<file path="config.mk">
export PLATFORM = sky130hd
export DESIGN_NAME = citc_top
export DESIGN_NICKNAME = d
export VERILOG_FILES = /design/src/rtl/citc_top.v
export VERILOG_INCLUDE_DIRS = /design/src /design/src/rtl
export SDC_FILE = /design/constraint.sdc
export NUM_CORES = 1
export LEC_CHECK = 0
export ABC_CLOCK_PERIOD_IN_PS = 5250
export BUFFER_PORTS_ARGS = -buffer_cell sky130_fd_sc_hd__buf_2
export CORE_ASPECT_RATIO = 0.9
export CORE_MARGIN = 2
export CORE_UTILIZATION = 30
export DETAILED_ROUTE_END_ITERATION = 6
export HOLD_SLACK_MARGIN = 0.1
export PLACE_DENSITY = 0.42
export SYNTH_ARGS = -nofsm -noshare
export SYNTH_HDL_FRONTEND = slang
export SYNTH_SLANG_ARGS = --single-unit
</file>
<file path="constraint.sdc">
create_clock -name clk_i -period 5.25 [get_ports clk_i]
set_input_delay 1.05 -clock clk_i [delete_from_list [all_inputs] [get_ports clk_i]]
set_output_delay 1.05 -clock clk_i [all_outputs]
set_load 0.005 [all_outputs]
</file>
<file path="src/rtl/citc_consts.vh">
// Constants for the camera trigger and general-purpose I/O block.
// Included by rtl/citc_top.v; holds definitions only.
`ifndef CITC_CONSTS_VH
`define CITC_CONSTS_VH

// Register byte offsets
`define CITC_ADDR_TRIG_CTRL 8'h00
`define CITC_ADDR_FREERUN 8'h04
`define CITC_ADDR_IN_CFG 8'h08
`define CITC_ADDR_IN_DELAY 8'h0c
`define CITC_ADDR_OUT_CFG 8'h10
`define CITC_ADDR_OUT_PULSE 8'h14
`define CITC_ADDR_SOFT_CMD 8'h18
`define CITC_ADDR_FLASH_DLY 8'h1c
`define CITC_ADDR_FLASH_WID 8'h20
`define CITC_ADDR_STATUS 8'h24

// Trigger source encodings
`define CITC_SRC_SOFT 3'h0
`define CITC_SRC_LINE1 3'h1
`define CITC_SRC_LINE2 3'h2
`define CITC_SRC_TIMER 3'h3
`define CITC_SRC_COUNTER 3'h4

// Trigger edge encodings
`define CITC_EDGE_RISE 2'h0
`define CITC_EDGE_FALL 2'h1
`define CITC_EDGE_ANY 2'h2

// Output drive source encodings
`define CITC_OSRC_SOFT 2'h0
`define CITC_OSRC_PULSE_CMD 2'h1
`define CITC_OSRC_PULSE_EXP 2'h2

// Clock and microsecond tick
`define CITC_CLK_HZ 32'h0131_2d00
`define CITC_US_PER_S 32'h000f_4240
`define CITC_CYC_PER_US (`CITC_CLK_HZ / `CITC_US_PER_S)

// Debounce range in microseconds
`define CITC_DEBOUNCE_MAX_US 8'hff

// Reset values
`define CITC_FREERUN_PERIOD_RST 16'h03e8
`define CITC_FREERUN_EXP_RST 16'h0064

`endif

</file>
<file path="src/rtl/citc_top.v">
// Trigger selection and general-purpose I/O control for an area camera.
// Assumes a classic Wishbone master on the 20 MHz clock and input lines
// already synchronous to clk_i; timer and counter end events are pulses.
//
// Chosen here: register access over Wishbone and the register offsets.
`timescale 1ns/100ps
`include "citc_consts.vh"

// Behaviour
// - Latched mode changes output only on command bit
// - Command bit applies latch or fires pulse
// - Flash delay reports last-line exposure start delay
// - Flash width reports optimal flash zone width
// - Trigger disabled: internal timers free-run exposures
// - Trigger enabled: selected source starts exposures
// - Host software command starts an exposure
// - Lines pass debounce, delay, inversion
// - Timer one end event as trigger
// - Counter one end event as trigger
// - Lines 1,2 configurable level, debounce, inversion
// - Debounce rejects short noise transitions
// - Debounce period programmable 0 to 255 us
// - Latch off: output follows static value
// - Edge select: rising, falling or any
// - Output pulse delay and width in us
module citc_top #(
    parameter N_IN = 2,
    parameter N_OUT = 2,
    parameter [31:0] FLASH_DELAY_US = 32'h0000_0000,
    parameter [31:0] FLASH_WIDTH_US = 32'h0000_0000
) (
    input wire clk_i,
    input wire rst_i,
    input wire wb_cyc_i,
    input wire wb_stb_i,
    input wire wb_we_i,
    input wire [7:0] wb_adr_i,
    input wire [3:0] wb_sel_i,
    input wire [31:0] wb_dat_i,
    output reg [31:0] wb_dat_o,
    output reg wb_ack_o,
    input wire [N_IN-1:0] line_in_i,
    input wire timer_one_end_event_i,
    input wire counter_one_end_event_i,
    output wire [N_IN-1:0] input_threshold_level_o,
    output reg [N_OUT-1:0] line_out_o,
    output reg exposure_start_o,
    output reg exposure_active_o
);

    // Software-visible settings
    reg trigger_enable_r;
    reg [2:0] trigger_source_select_r;
    reg [1:0] trigger_edge_select_r;
    reg [15:0] freerun_period_r;
    reg [15:0] freerun_exposure_r;
    reg [N_IN-1:0] input_threshold_level_r;
    reg [N_IN-1:0] line_polarity_invert_r;
    reg [8*N_IN-1:0] input_debounce_period_r;
    reg [8*N_IN-1:0] input_delay_r;
    reg [N_OUT-1:0] output_latch_select_r;
    reg [N_OUT-1:0] output_static_value_r;
    reg [2*N_OUT-1:0] output_drive_source_r;
    reg [15:0] output_pulse_delay_r;
    reg [15:0] output_pulse_width_r;
    reg [N_OUT-1:0] soft_cmd_pulse_r;
    reg soft_trig_r;
    reg [15:0] trig_count_r;

    wire wb_req = wb_cyc_i & wb_stb_i & ~wb_ack_o;
    wire wb_wr = wb_req & wb_we_i & wb_sel_i[0];
    wire [N_IN-1:0] line_clean;

    assign input_threshold_level_o = input_threshold_level_r;

    // Microsecond tick from the clock divider
    reg [7:0] us_cnt_r;
    reg us_tick_r;
    localparam [31:0] US_LAST = `CITC_CYC_PER_US - 32'h0000_0001;
    always @(posedge clk_i) begin
        if (rst_i) begin
            us_cnt_r <= 8'h00;
            us_tick_r <= 1'b0;
        end else if (us_cnt_r == US_LAST[7:0]) begin
            us_cnt_r <= 8'h00;
            us_tick_r <= 1'b1;
        end else begin
            us_cnt_r <= us_cnt_r + 8'h01;
            us_tick_r <= 1'b0;
        end
    end

    // Register writes; one-cycle ack for every access
    always @(posedge clk_i) begin
        if (rst_i) begin
            wb_ack_o <= 1'b0;
            trigger_enable_r <= 1'b0;
            trigger_source_select_r <= `CITC_SRC_SOFT;
            trigger_edge_select_r <= `CITC_EDGE_RISE;
            freerun_period_r <= `CITC_FREERUN_PERIOD_RST;
            freerun_exposure_r <= `CITC_FREERUN_EXP_RST;
            input_threshold_level_r <= {N_IN{1'b0}};
            line_polarity_invert_r <= {N_IN{1'b0}};
            input_debounce_period_r <= {8*N_IN{1'b0}};
            input_delay_r <= {8*N_IN{1'b0}};
            output_latch_select_r <= {N_OUT{1'b0}};
            output_static_value_r <= {N_OUT{1'b0}};
            output_drive_source_r <= {2*N_OUT{1'b0}};
            output_pulse_delay_r <= 16'h0000;
            output_pulse_width_r <= 16'h0001;
            soft_cmd_pulse_r <= {N_OUT{1'b0}};
            soft_trig_r <= 1'b0;
        end else begin
            wb_ack_o <= wb_req;
            soft_cmd_pulse_r <= {N_OUT{1'b0}};
            soft_trig_r <= 1'b0;
            if (wb_wr) begin
                case (wb_adr_i)
                    `CITC_ADDR_TRIG_CTRL: begin
                        trigger_enable_r <= wb_dat_i[0];
                        trigger_source_select_r <= wb_dat_i[6:4];
                        trigger_edge_select_r <= wb_dat_i[9:8];
                        soft_trig_r <= wb_dat_i[16];
                    end
                    `CITC_ADDR_FREERUN: begin
                        freerun_period_r <= wb_dat_i[15:0];
                        freerun_exposure_r <= wb_dat_i[31:16];
                    end
                    `CITC_ADDR_IN_CFG: begin
                        input_threshold_level_r <= wb_dat_i[N_IN-1:0];
                        line_polarity_invert_r <= wb_dat_i[N_IN+7:8];
                        input_debounce_period_r <= wb_dat_i[8*N_IN+15:16];
                    end
                    `CITC_ADDR_IN_DELAY:
                        input_delay_r <= wb_dat_i[8*N_IN-1:0];
                    `CITC_ADDR_OUT_CFG: begin
                        output_latch_select_r <= wb_dat_i[N_OUT-1:0];
                        output_static_value_r <= wb_dat_i[N_OUT+7:8];
                        output_drive_source_r <= wb_dat_i[2*N_OUT+15:16];
                    end
                    `CITC_ADDR_OUT_PULSE: begin
                        output_pulse_delay_r <= wb_dat_i[15:0];
                        output_pulse_width_r <= wb_dat_i[31:16];
                    end
                    `CITC_ADDR_SOFT_CMD: // bit 1 is output 1
                        soft_cmd_pulse_r <= wb_dat_i[N_OUT:1];
                    default: ;
                endcase
            end
        end
    end

    // Zero-extended read words; field placement mirrors the write map
    reg [31:0] rd_in_cfg, rd_in_dly, rd_out_cfg, rd_status;
    always @* begin
        {rd_in_cfg, rd_in_dly, rd_out_cfg, rd_status} = 128'h0;
        rd_in_cfg[N_IN-1:0] = input_threshold_level_r;
        rd_in_cfg[N_IN+7:8] = line_polarity_invert_r;
        rd_in_cfg[8*N_IN+15:16] = input_debounce_period_r;
        rd_in_dly[8*N_IN-1:0] = input_delay_r;
        rd_out_cfg[N_OUT-1:0] = output_latch_select_r;
        rd_out_cfg[N_OUT+7:8] = output_static_value_r;
        rd_out_cfg[2*N_OUT+15:16] = output_drive_source_r;
        rd_status[N_IN-1:0] = line_clean;
        rd_status[N_OUT+7:8] = line_out_o;
        rd_status[31:16] = trig_count_r;
    end

    // Read mux; unmapped addresses read zero
    always @(posedge clk_i) begin
        if (rst_i) begin
            wb_dat_o <= 32'h0000_0000;
        end else if (wb_req) begin
            case (wb_adr_i)
                `CITC_ADDR_TRIG_CTRL:
                    wb_dat_o <= {22'h0, trigger_edge_select_r, 1'b0,
                        trigger_source_select_r, 3'h0, trigger_enable_r};
                `CITC_ADDR_FREERUN:
                    wb_dat_o <= {freerun_exposure_r, freerun_period_r};
                `CITC_ADDR_IN_CFG:
                    wb_dat_o <= rd_in_cfg;
                `CITC_ADDR_IN_DELAY:
                    wb_dat_o <= rd_in_dly;
                `CITC_ADDR_OUT_CFG:
                    wb_dat_o <= rd_out_cfg;
                `CITC_ADDR_OUT_PULSE:
                    wb_dat_o <= {output_pulse_width_r, output_pulse_delay_r};
                `CITC_ADDR_FLASH_DLY:
                    wb_dat_o <= FLASH_DELAY_US;
                `CITC_ADDR_FLASH_WID:
                    wb_dat_o <= FLASH_WIDTH_US;
                `CITC_ADDR_STATUS:
                    wb_dat_o <= rd_status;
                default:
                    wb_dat_o <= 32'h0000_0000;
            endcase
        end
    end

    // Per-line debounce, delay and inversion
    genvar gi;
    generate
        for (gi = 0; gi < N_IN; gi = gi + 1) begin : g_in
            reg stable_r;
            reg [7:0] db_cnt_r;
            reg [7:0] dl_cnt_r;
            reg pend_r;
            reg pend_val_r;
            reg out_r;
            wire [7:0] db_per = input_debounce_period_r[8*gi+7:8*gi];
            wire [7:0] dl_per = input_delay_r[8*gi+7:8*gi];
            always @(posedge clk_i) begin
                if (rst_i) begin
                    stable_r <= 1'b0;
                    db_cnt_r <= 8'h00;
                    dl_cnt_r <= 8'h00;
                    pend_r <= 1'b0;
                    pend_val_r <= 1'b0;
                    out_r <= 1'b0;
                end else begin
                    // New level must hold db_per microseconds
                    if (line_in_i[gi] == stable_r) begin
                        db_cnt_r <= 8'h00;
                    end else if (db_cnt_r >= db_per) begin
                        stable_r <= line_in_i[gi];
                        db_cnt_r <= 8'h00;
                        pend_r <= 1'b1;
                        pend_val_r <= line_in_i[gi];
                        dl_cnt_r <= 8'h00;
                    end else if (us_tick_r) begin
                        db_cnt_r <= db_cnt_r + 8'h01;
                    end
                    // Programmable input delay
                    if (pend_r && dl_cnt_r >= dl_per) begin
                        pend_r <= 1'b0;
                        out_r <= pend_val_r;
                    end else if (pend_r && us_tick_r) begin
                        dl_cnt_r <= dl_cnt_r + 8'h01;
                    end
                end
            end
            assign line_clean[gi] = out_r ^ line_polarity_invert_r[gi];
        end
    endgenerate

    // Edge detection on the selected line
    reg [N_IN-1:0] line_prev_r;
    always @(posedge clk_i) begin
        if (rst_i)
            line_prev_r <= {N_IN{1'b0}};
        else
            line_prev_r <= line_clean;
    end

    reg sel_lvl;
    reg sel_prev;
    reg line_edge;
    reg trig_hit;
    always @* begin
        sel_lvl = (trigger_source_select_r == `CITC_SRC_LINE2) ?
            line_clean[1] : line_clean[0];
        sel_prev = (trigger_source_select_r == `CITC_SRC_LINE2) ?
            line_prev_r[1] : line_prev_r[0];
        case (trigger_edge_select_r)
            `CITC_EDGE_RISE: line_edge = sel_lvl & ~sel_prev;
            `CITC_EDGE_FALL: line_edge = ~sel_lvl & sel_prev;
            `CITC_EDGE_ANY: line_edge = sel_lvl ^ sel_prev;
            default: line_edge = 1'b0;
        endcase
        case (trigger_source_select_r)
            `CITC_SRC_SOFT: trig_hit = soft_trig_r;
            `CITC_SRC_LINE1: trig_hit = line_edge;
            `CITC_SRC_LINE2: trig_hit = line_edge;
            `CITC_SRC_TIMER: trig_hit = timer_one_end_event_i;
            `CITC_SRC_COUNTER: trig_hit = counter_one_end_event_i;
            default: trig_hit = 1'b0;
        endcase
    end

    // Free-run timer and exposure strobe generation
    reg [15:0] fr_cnt_r;
    reg [15:0] exp_cnt_r;
    wire fr_fire = ~trigger_enable_r & us_tick_r &
        (fr_cnt_r + 16'h0001 >= freerun_period_r);
    wire start = trigger_enable_r ? trig_hit : fr_fire;
    always @(posedge clk_i) begin
        if (rst_i) begin
            fr_cnt_r <= 16'h0000;
            exp_cnt_r <= 16'h0000;
            exposure_start_o <= 1'b0;
            exposure_active_o <= 1'b0;
            trig_count_r <= 16'h0000;
        end else begin
            exposure_start_o <= start;
            if (trigger_enable_r || fr_fire)
                fr_cnt_r <= 16'h0000;
            else if (us_tick_r)
                fr_cnt_r <= fr_cnt_r + 16'h0001;
            if (start) begin
                exposure_active_o <= 1'b1;
                exp_cnt_r <= 16'h0000;
                trig_count_r <= trig_count_r + 16'h0001;
            end else if (exposure_active_o && us_tick_r) begin
                if (exp_cnt_r + 16'h0001 >= freerun_exposure_r)
                    exposure_active_o <= 1'b0;
                exp_cnt_r <= exp_cnt_r + 16'h0001;
            end
        end
    end

    // Output lines: static, latched, or timed pulse
    genvar go;
    generate
        for (go = 0; go < N_OUT; go = go + 1) begin : g_out
            reg [15:0] p_cnt_r;
            reg [1:0] p_st_r;
            wire [1:0] osrc = output_drive_source_r[2*go+1:2*go];
            wire fire = (osrc == `CITC_OSRC_PULSE_CMD) ?
                soft_cmd_pulse_r[go] :
                (osrc == `CITC_OSRC_PULSE_EXP) ? exposure_start_o : 1'b0;
            always @(posedge clk_i) begin
                if (rst_i) begin
                    p_cnt_r <= 16'h0000;
                    p_st_r <= 2'h0;
                    line_out_o[go] <= 1'b0;
                end else if (osrc == `CITC_OSRC_SOFT) begin
                    p_st_r <= 2'h0;
                    if (!output_latch_select_r[go])
                        line_out_o[go] <= output_static_value_r[go];
                    else if (soft_cmd_pulse_r[go])
                        line_out_o[go] <= output_static_value_r[go];
                end else begin
                    // States: 0 idle, 1 delay, 2 width
                    case (p_st_r)
                        2'h0: begin
                            line_out_o[go] <= 1'b0;
                            if (fire) begin
                                p_st_r <= 2'h1;
                                p_cnt_r <= 16'h0000;
                            end
                        end
                        2'h1: begin
                            if (p_cnt_r >= output_pulse_delay_r) begin
                                p_st_r <= 2'h2;
                                p_cnt_r <= 16'h0000;
                                line_out_o[go] <= 1'b1;
                            end else if (us_tick_r) begin
                                p_cnt_r <= p_cnt_r + 16'h0001;
                            end
                        end
                        2'h2: begin
                            if (p_cnt_r >= output_pulse_width_r) begin
                                p_st_r <= 2'h0;
                                line_out_o[go] <= 1'b0;
                            end else if (us_tick_r) begin
                                p_cnt_r <= p_cnt_r + 16'h0001;
                            end
                        end
                        default: p_st_r <= 2'h0;
                    endcase
                end
            end
        end
    endgenerate

endmodule // citc_top

</file>
# After elaboration in Yosys (flattened, before gate mapping)
# Index checks and enable logic that the tools add are counted.
dict set report word_totals {
  reg_bits 287
  inputBits 53
  out_inout_bits 39
  elab_cells 220
}
dict set report op_classes {
  addsub 10
  magnitude_cmp 10
  n_eq_ne 38
  muxes 52
  bitwise 22
  reduce_logical 46
}
# operator n
set ops {}
lappend ops {{$pmux 32 s7} 1}
lappend ops {{$mux 16} 8}
lappend ops {{$ge 16x16->1} 6}
lappend ops {{$pmux 16 s3} 2}
lappend ops {{$add 16x1->16 const B} 5}
lappend ops {{$mux 8} 8}
lappend ops {{$add 8x1->8 const B} 5}
lappend ops {{$eq 8x5->1 const B} 4}
lappend ops {{$ge 8x8->1} 4}
lappend ops {{$mux 1} 21}
lappend ops {{$ne 3x3->1 const B} 6}
lappend ops {{$reduce_and 2->1} 9}
lappend ops {{$eq 8x4->1 const B} 2}
lappend ops {{$ne 2x2->1 const B} 8}
lappend ops {{$reduce_and 4->1} 4}
lappend ops {{$reduce_or 2->1} 8}
lappend ops {{$mux 2} 6}
lappend ops {{$pmux 2 s3} 2}
lappend ops {{$reduce_or 3->1} 4}
lappend ops {{$not 1->1} 11}
lappend ops {{$eq 2x1->1 const B} 5}
lappend ops {{$eq 2x2->1 const B} 5}
lappend ops {{$logic_not 2->1} 5}
lappend ops {{$pmux 1 s3} 3}
lappend ops {{other kinds (17)} 36}

# Longest topological paths before layout
dict set report depth {
  ltp_word 9
  ltp_mapped 17
  mapped_depth_nobuf 14
}

# Worst setup path before layout
# Ideal clock, no wire load.
dict set report synth_path {
  path_kind {register -> register}
  start {register fr_cnt_r[0]}
  end {register trig_count_r[13]}
  setup_ps 121
  t_arrival_ps 3268
  t_required_ps 5129
  setup_slack_ps 1862
  path_stages_with_launch 15
  path_buffers 2
  period_less_slack_ps 3388
  cell_sequence {dfxtp_1 -> ha_1 -> and3_1 -> and3_1 -> and3_1 -> clkbuf_1 -> nand4_1 -> xnor2_1 -> ha_1 -> nand2_1 -> o41ai_2 -> a211oi_2 -> clkbuf_1 -> nor4_1 -> mux2_2}
}
dict set report synth_between {
  elab_chain_cells 4
}
# item line
set synth_lines {}
lappend synth_lines {{from (decl)} citc_top.v:281} ;# reg [15:0] fr_cnt_r;
lappend synth_lines {{from (signal assigned)} citc_top.v:298} ;# fr_cnt_r <= fr_cnt_r + 16'h0001;
lappend synth_lines {{$add 16x1->16} citc_top.v:284} ;# (fr_cnt_r + 16'h0001 >= freerun_period_r);
lappend synth_lines {{$ge 16x16->1} citc_top.v:284}
lappend synth_lines {{$and 1x1->1} citc_top.v:283} ;# wire fr_fire = ~trigger_enable_r & us_tick_r &
lappend synth_lines {{$mux 1} citc_top.v:285} ;# wire start = trigger_enable_r ? trig_hit : fr_fire;
lappend synth_lines {{to (signal assigned)} citc_top.v:302} ;# trig_count_r <= trig_count_r + 16'h0001;
lappend synth_lines {{to (decl)} citc_top.v:68} ;# reg [15:0] trig_count_r;
# Every way passes these cells.
# A chain may end at the register's enable or synchronous reset.

# Worst setup path in the final report
dict set report layout_path {
  start {register fr_cnt_r[0]}
  end {register exp_cnt_r[1]}
}
dict set report layout_between {
  elab_chain_cells 5
}
# item line
set layout_lines {}
lappend layout_lines {{$add 16x1->16} citc_top.v:284}
lappend layout_lines {{$ge 16x16->1} citc_top.v:284}
lappend layout_lines {{$and 1x1->1} citc_top.v:283}
lappend layout_lines {{$mux 1} citc_top.v:285}
lappend layout_lines {{$reduce_or 2->1 (no line)} -}
lappend layout_lines {{to (signal assigned)} citc_top.v:306} ;# exp_cnt_r <= exp_cnt_r + 16'h0001;
lappend layout_lines {{to (decl)} citc_top.v:282} ;# reg [15:0] exp_cnt_r;
# Every way passes these cells.

==> metrics.cfg <==
[setup_path]
endpoint_kind = flop
crit_start = fr_cnt_r[0]
worst-path-max-fanout = 16
setup.worst_path.class = flop to flop
crit_arrival_ns = 4.65
crit_required_ns = 5.72
r2r_start = fr_cnt_r[0]
startpoint_type = flop

[place]
place_hpwl_um = 37570
dpl_cell_area_um2 = 17030
post-place-ws_ns = 1.023
gp_congestion = 0.8216
numPortBuffers = 88

[route]
postRouteAntennaNets = 0
wire_per_inst_um = 18.63
drtPass1Iterations = 7
drt-total-wl_um = 50920
vias = 13860
via_per_inst = 5.071
drt_iter0_markers = 937
drc = 4

[clock_tree]
clock_latency_ns = 0.56
cts_sinks = 287
clk_pin_slew_ns = 0.06
h-tree-depth = 2
hold_buffers = 0
cts-root-buf = clkbuf_16
cts_made_buffers = 37
cts_tree = yes
cts_setup_buffers = 0
cts-resized-gates = 0
clock_path_buffers = 3

[die]
start_util_pct = 30.18
fp.dieArea_um2 = 54930
fp-row-count = 80
boundaryPins = 92
die_w_um = 246.8
die_h_um = 222.5
core_region_area_um2 = 52750

[sta]
clock_skew_ns = 0.03010
hold_violations = 0
finalSetupTns_ns = 0
post-route-min-period_ns = 4.180
fin_crit_sh_pct = 79.61
tightest_slew_ns = 1.168
setup_viol = 0
rsz0062_at_grt = no
maxSlewViolCount = 0
relSlewSlack_pct = 21.80
max_freq_ghz = 0.2393
layout_setup_ws_ns = 1.070
hold_ws_ns = 0.4696

[pwr]
p_per_area_nw_per_um2 = 269.4
ir_worst_vdd_mv = 0.2029
p_leak_nw = 6.915

[outcome]
violations = design-rule violations
status = complete, but fails checks

[cells_and_area]
post-route-util_pct = 34.59
reg_top3 = g_out.p_cnt_r: 32 flops, wb_dat_o: 32 flops
drive_gt1_share_pct = 9.877
layout_common_cells = 286 x dfxtp_1, 282 x nand2_1, 204 x a21oi_1, 201 x nor2_1, 147 x ha_1
final_common_cell = dfxtp_1
areaGrowthSynthToFinish_pct = 14.62
fin_nets = 2211
fin_area_um2 = 18250

[synthesis]
syn_inst = 1961
seq_area_frac_synth_pct = 36.09
synth-seq-cells = 287
synth_top_area_share_pct = 36.09
syn_nets = 2161
syn_area_um2 = 15920
yosys_warnings = 0
synthTopCellsByArea = dfxtp_1 36%, ha_1 12%, nand2_1 6.6%, a21oi_1 6.4%, nor2_1 4.7%
synthFlopType = dfxtp_1
synth_cell_type_count = 76
avgSynthCellArea_um2 = 8.118
async_flop_share_pct = 0
synth_edf_count = 0
synth_area_leader_cell = dfxtp_1

[global_route]
grtUsageMet3_pct = 2.790
overflow = 0
gr-usage-met2_pct = 28.87
grt_pass1_wl_um = 78690
grt_max_degree = 57
grt_use_met1_pct = 26.57
antenna_found_initial = 1
grt_busiest_layer = met2
grt_pass1_vias = 13310
grt_util_all_layers_pct = 18.48

[job]
maxCapViolCount = 0

[hold_path]
hold_path.class = flop to flop
worstHoldStart = input_debounce_period_r[2]

final timing paths:
check	slack [ns]	to	cells past startpoint
hold reg to reg	0.47	input_debounce_period_r[2]	2
hold / removal	0.47	input_debounce_period_r[2]	2
setup reg to reg	1.07	exp_cnt_r[1]	14
setup / recovery	1.07	exp_cnt_r[1]	14
worst max-delay path, stage by stage, from the launching register on:
cell	delay (ns)
dfxtp_1	0.44
nand3_1	0.16
nor2_1	0.26
and3_1	0.27
and3_1	0.37
nand3_1	0.14
xnor2_1	0.15
ha_1	0.31
a21oi_1	0.13
o21ai_0	0.11
a22oi_1	0.22
o41ai_2	0.19
a211oi_4	0.59
nand2b_1	0.51
a21oi_1	0.24
layer usage:
metal	wire, um	up-vias
li1	-	6968
met1	25430	6604
met2	22330	230
met3	2244	58
met4	918	0
met5	0	-
kinds of logic after synthesis:
kind of cell               count (synthesis)  synth area share, %
and+or+nand+nor                          756                22.05
adders and majority gates                147                11.55
xor gates and xnor gates                  99                5.447
buffers and inverters                    220                5.455
DFF                                      287                36.09
muxes                                     24                1.540
AOI/OAI and AO/OA                        428                17.87
layout make-up:
class                   count  area [um2]
diodes                      1       2.502
clock inverters            12       177.7
multi-input cells        1454        9333
inverters                 122       457.9
repair buffers            109       616.8
flip-flops and latches    287        5747
clock buffers              51        1040
fillers                  5545       34500
well taps                 697       872.1
cells in the mapped netlist, types with 30 or more instances:
cell / n
o21ai_0: 39
a22o_1: 30
nor2_1: 201
nand4_1: 35
nand2_1: 282
nand3_1: 57
a21oi_1: 204
xor2_1: 53
clkbuf_1: 70
inv_1: 122
dfxtp_1: 287
and3_1: 32
xnor2_1: 46
ha_1: 147
per-stage QoR:
stage	instances	total power [mW]
5_1_grt	2733	5.089
6_report	2733	4.916
4_1_cts	2732	4.997
3_3_place_gp	2669	2.359
3_5_place_dp	2669	2.360
2_1_floorplan	1961	2.294
where the power goes:
group	internal, mW	total [mW]	leakage (nW)	switching, mW
clock network	1.58	2.61	0.595	1.03
registers	2.18	2.19	2.31	0.00610
logic	0.0349	0.121	4.01	0.0864
total	3.80	4.92	6.91	1.12
(Power assumes the default switching activity.)
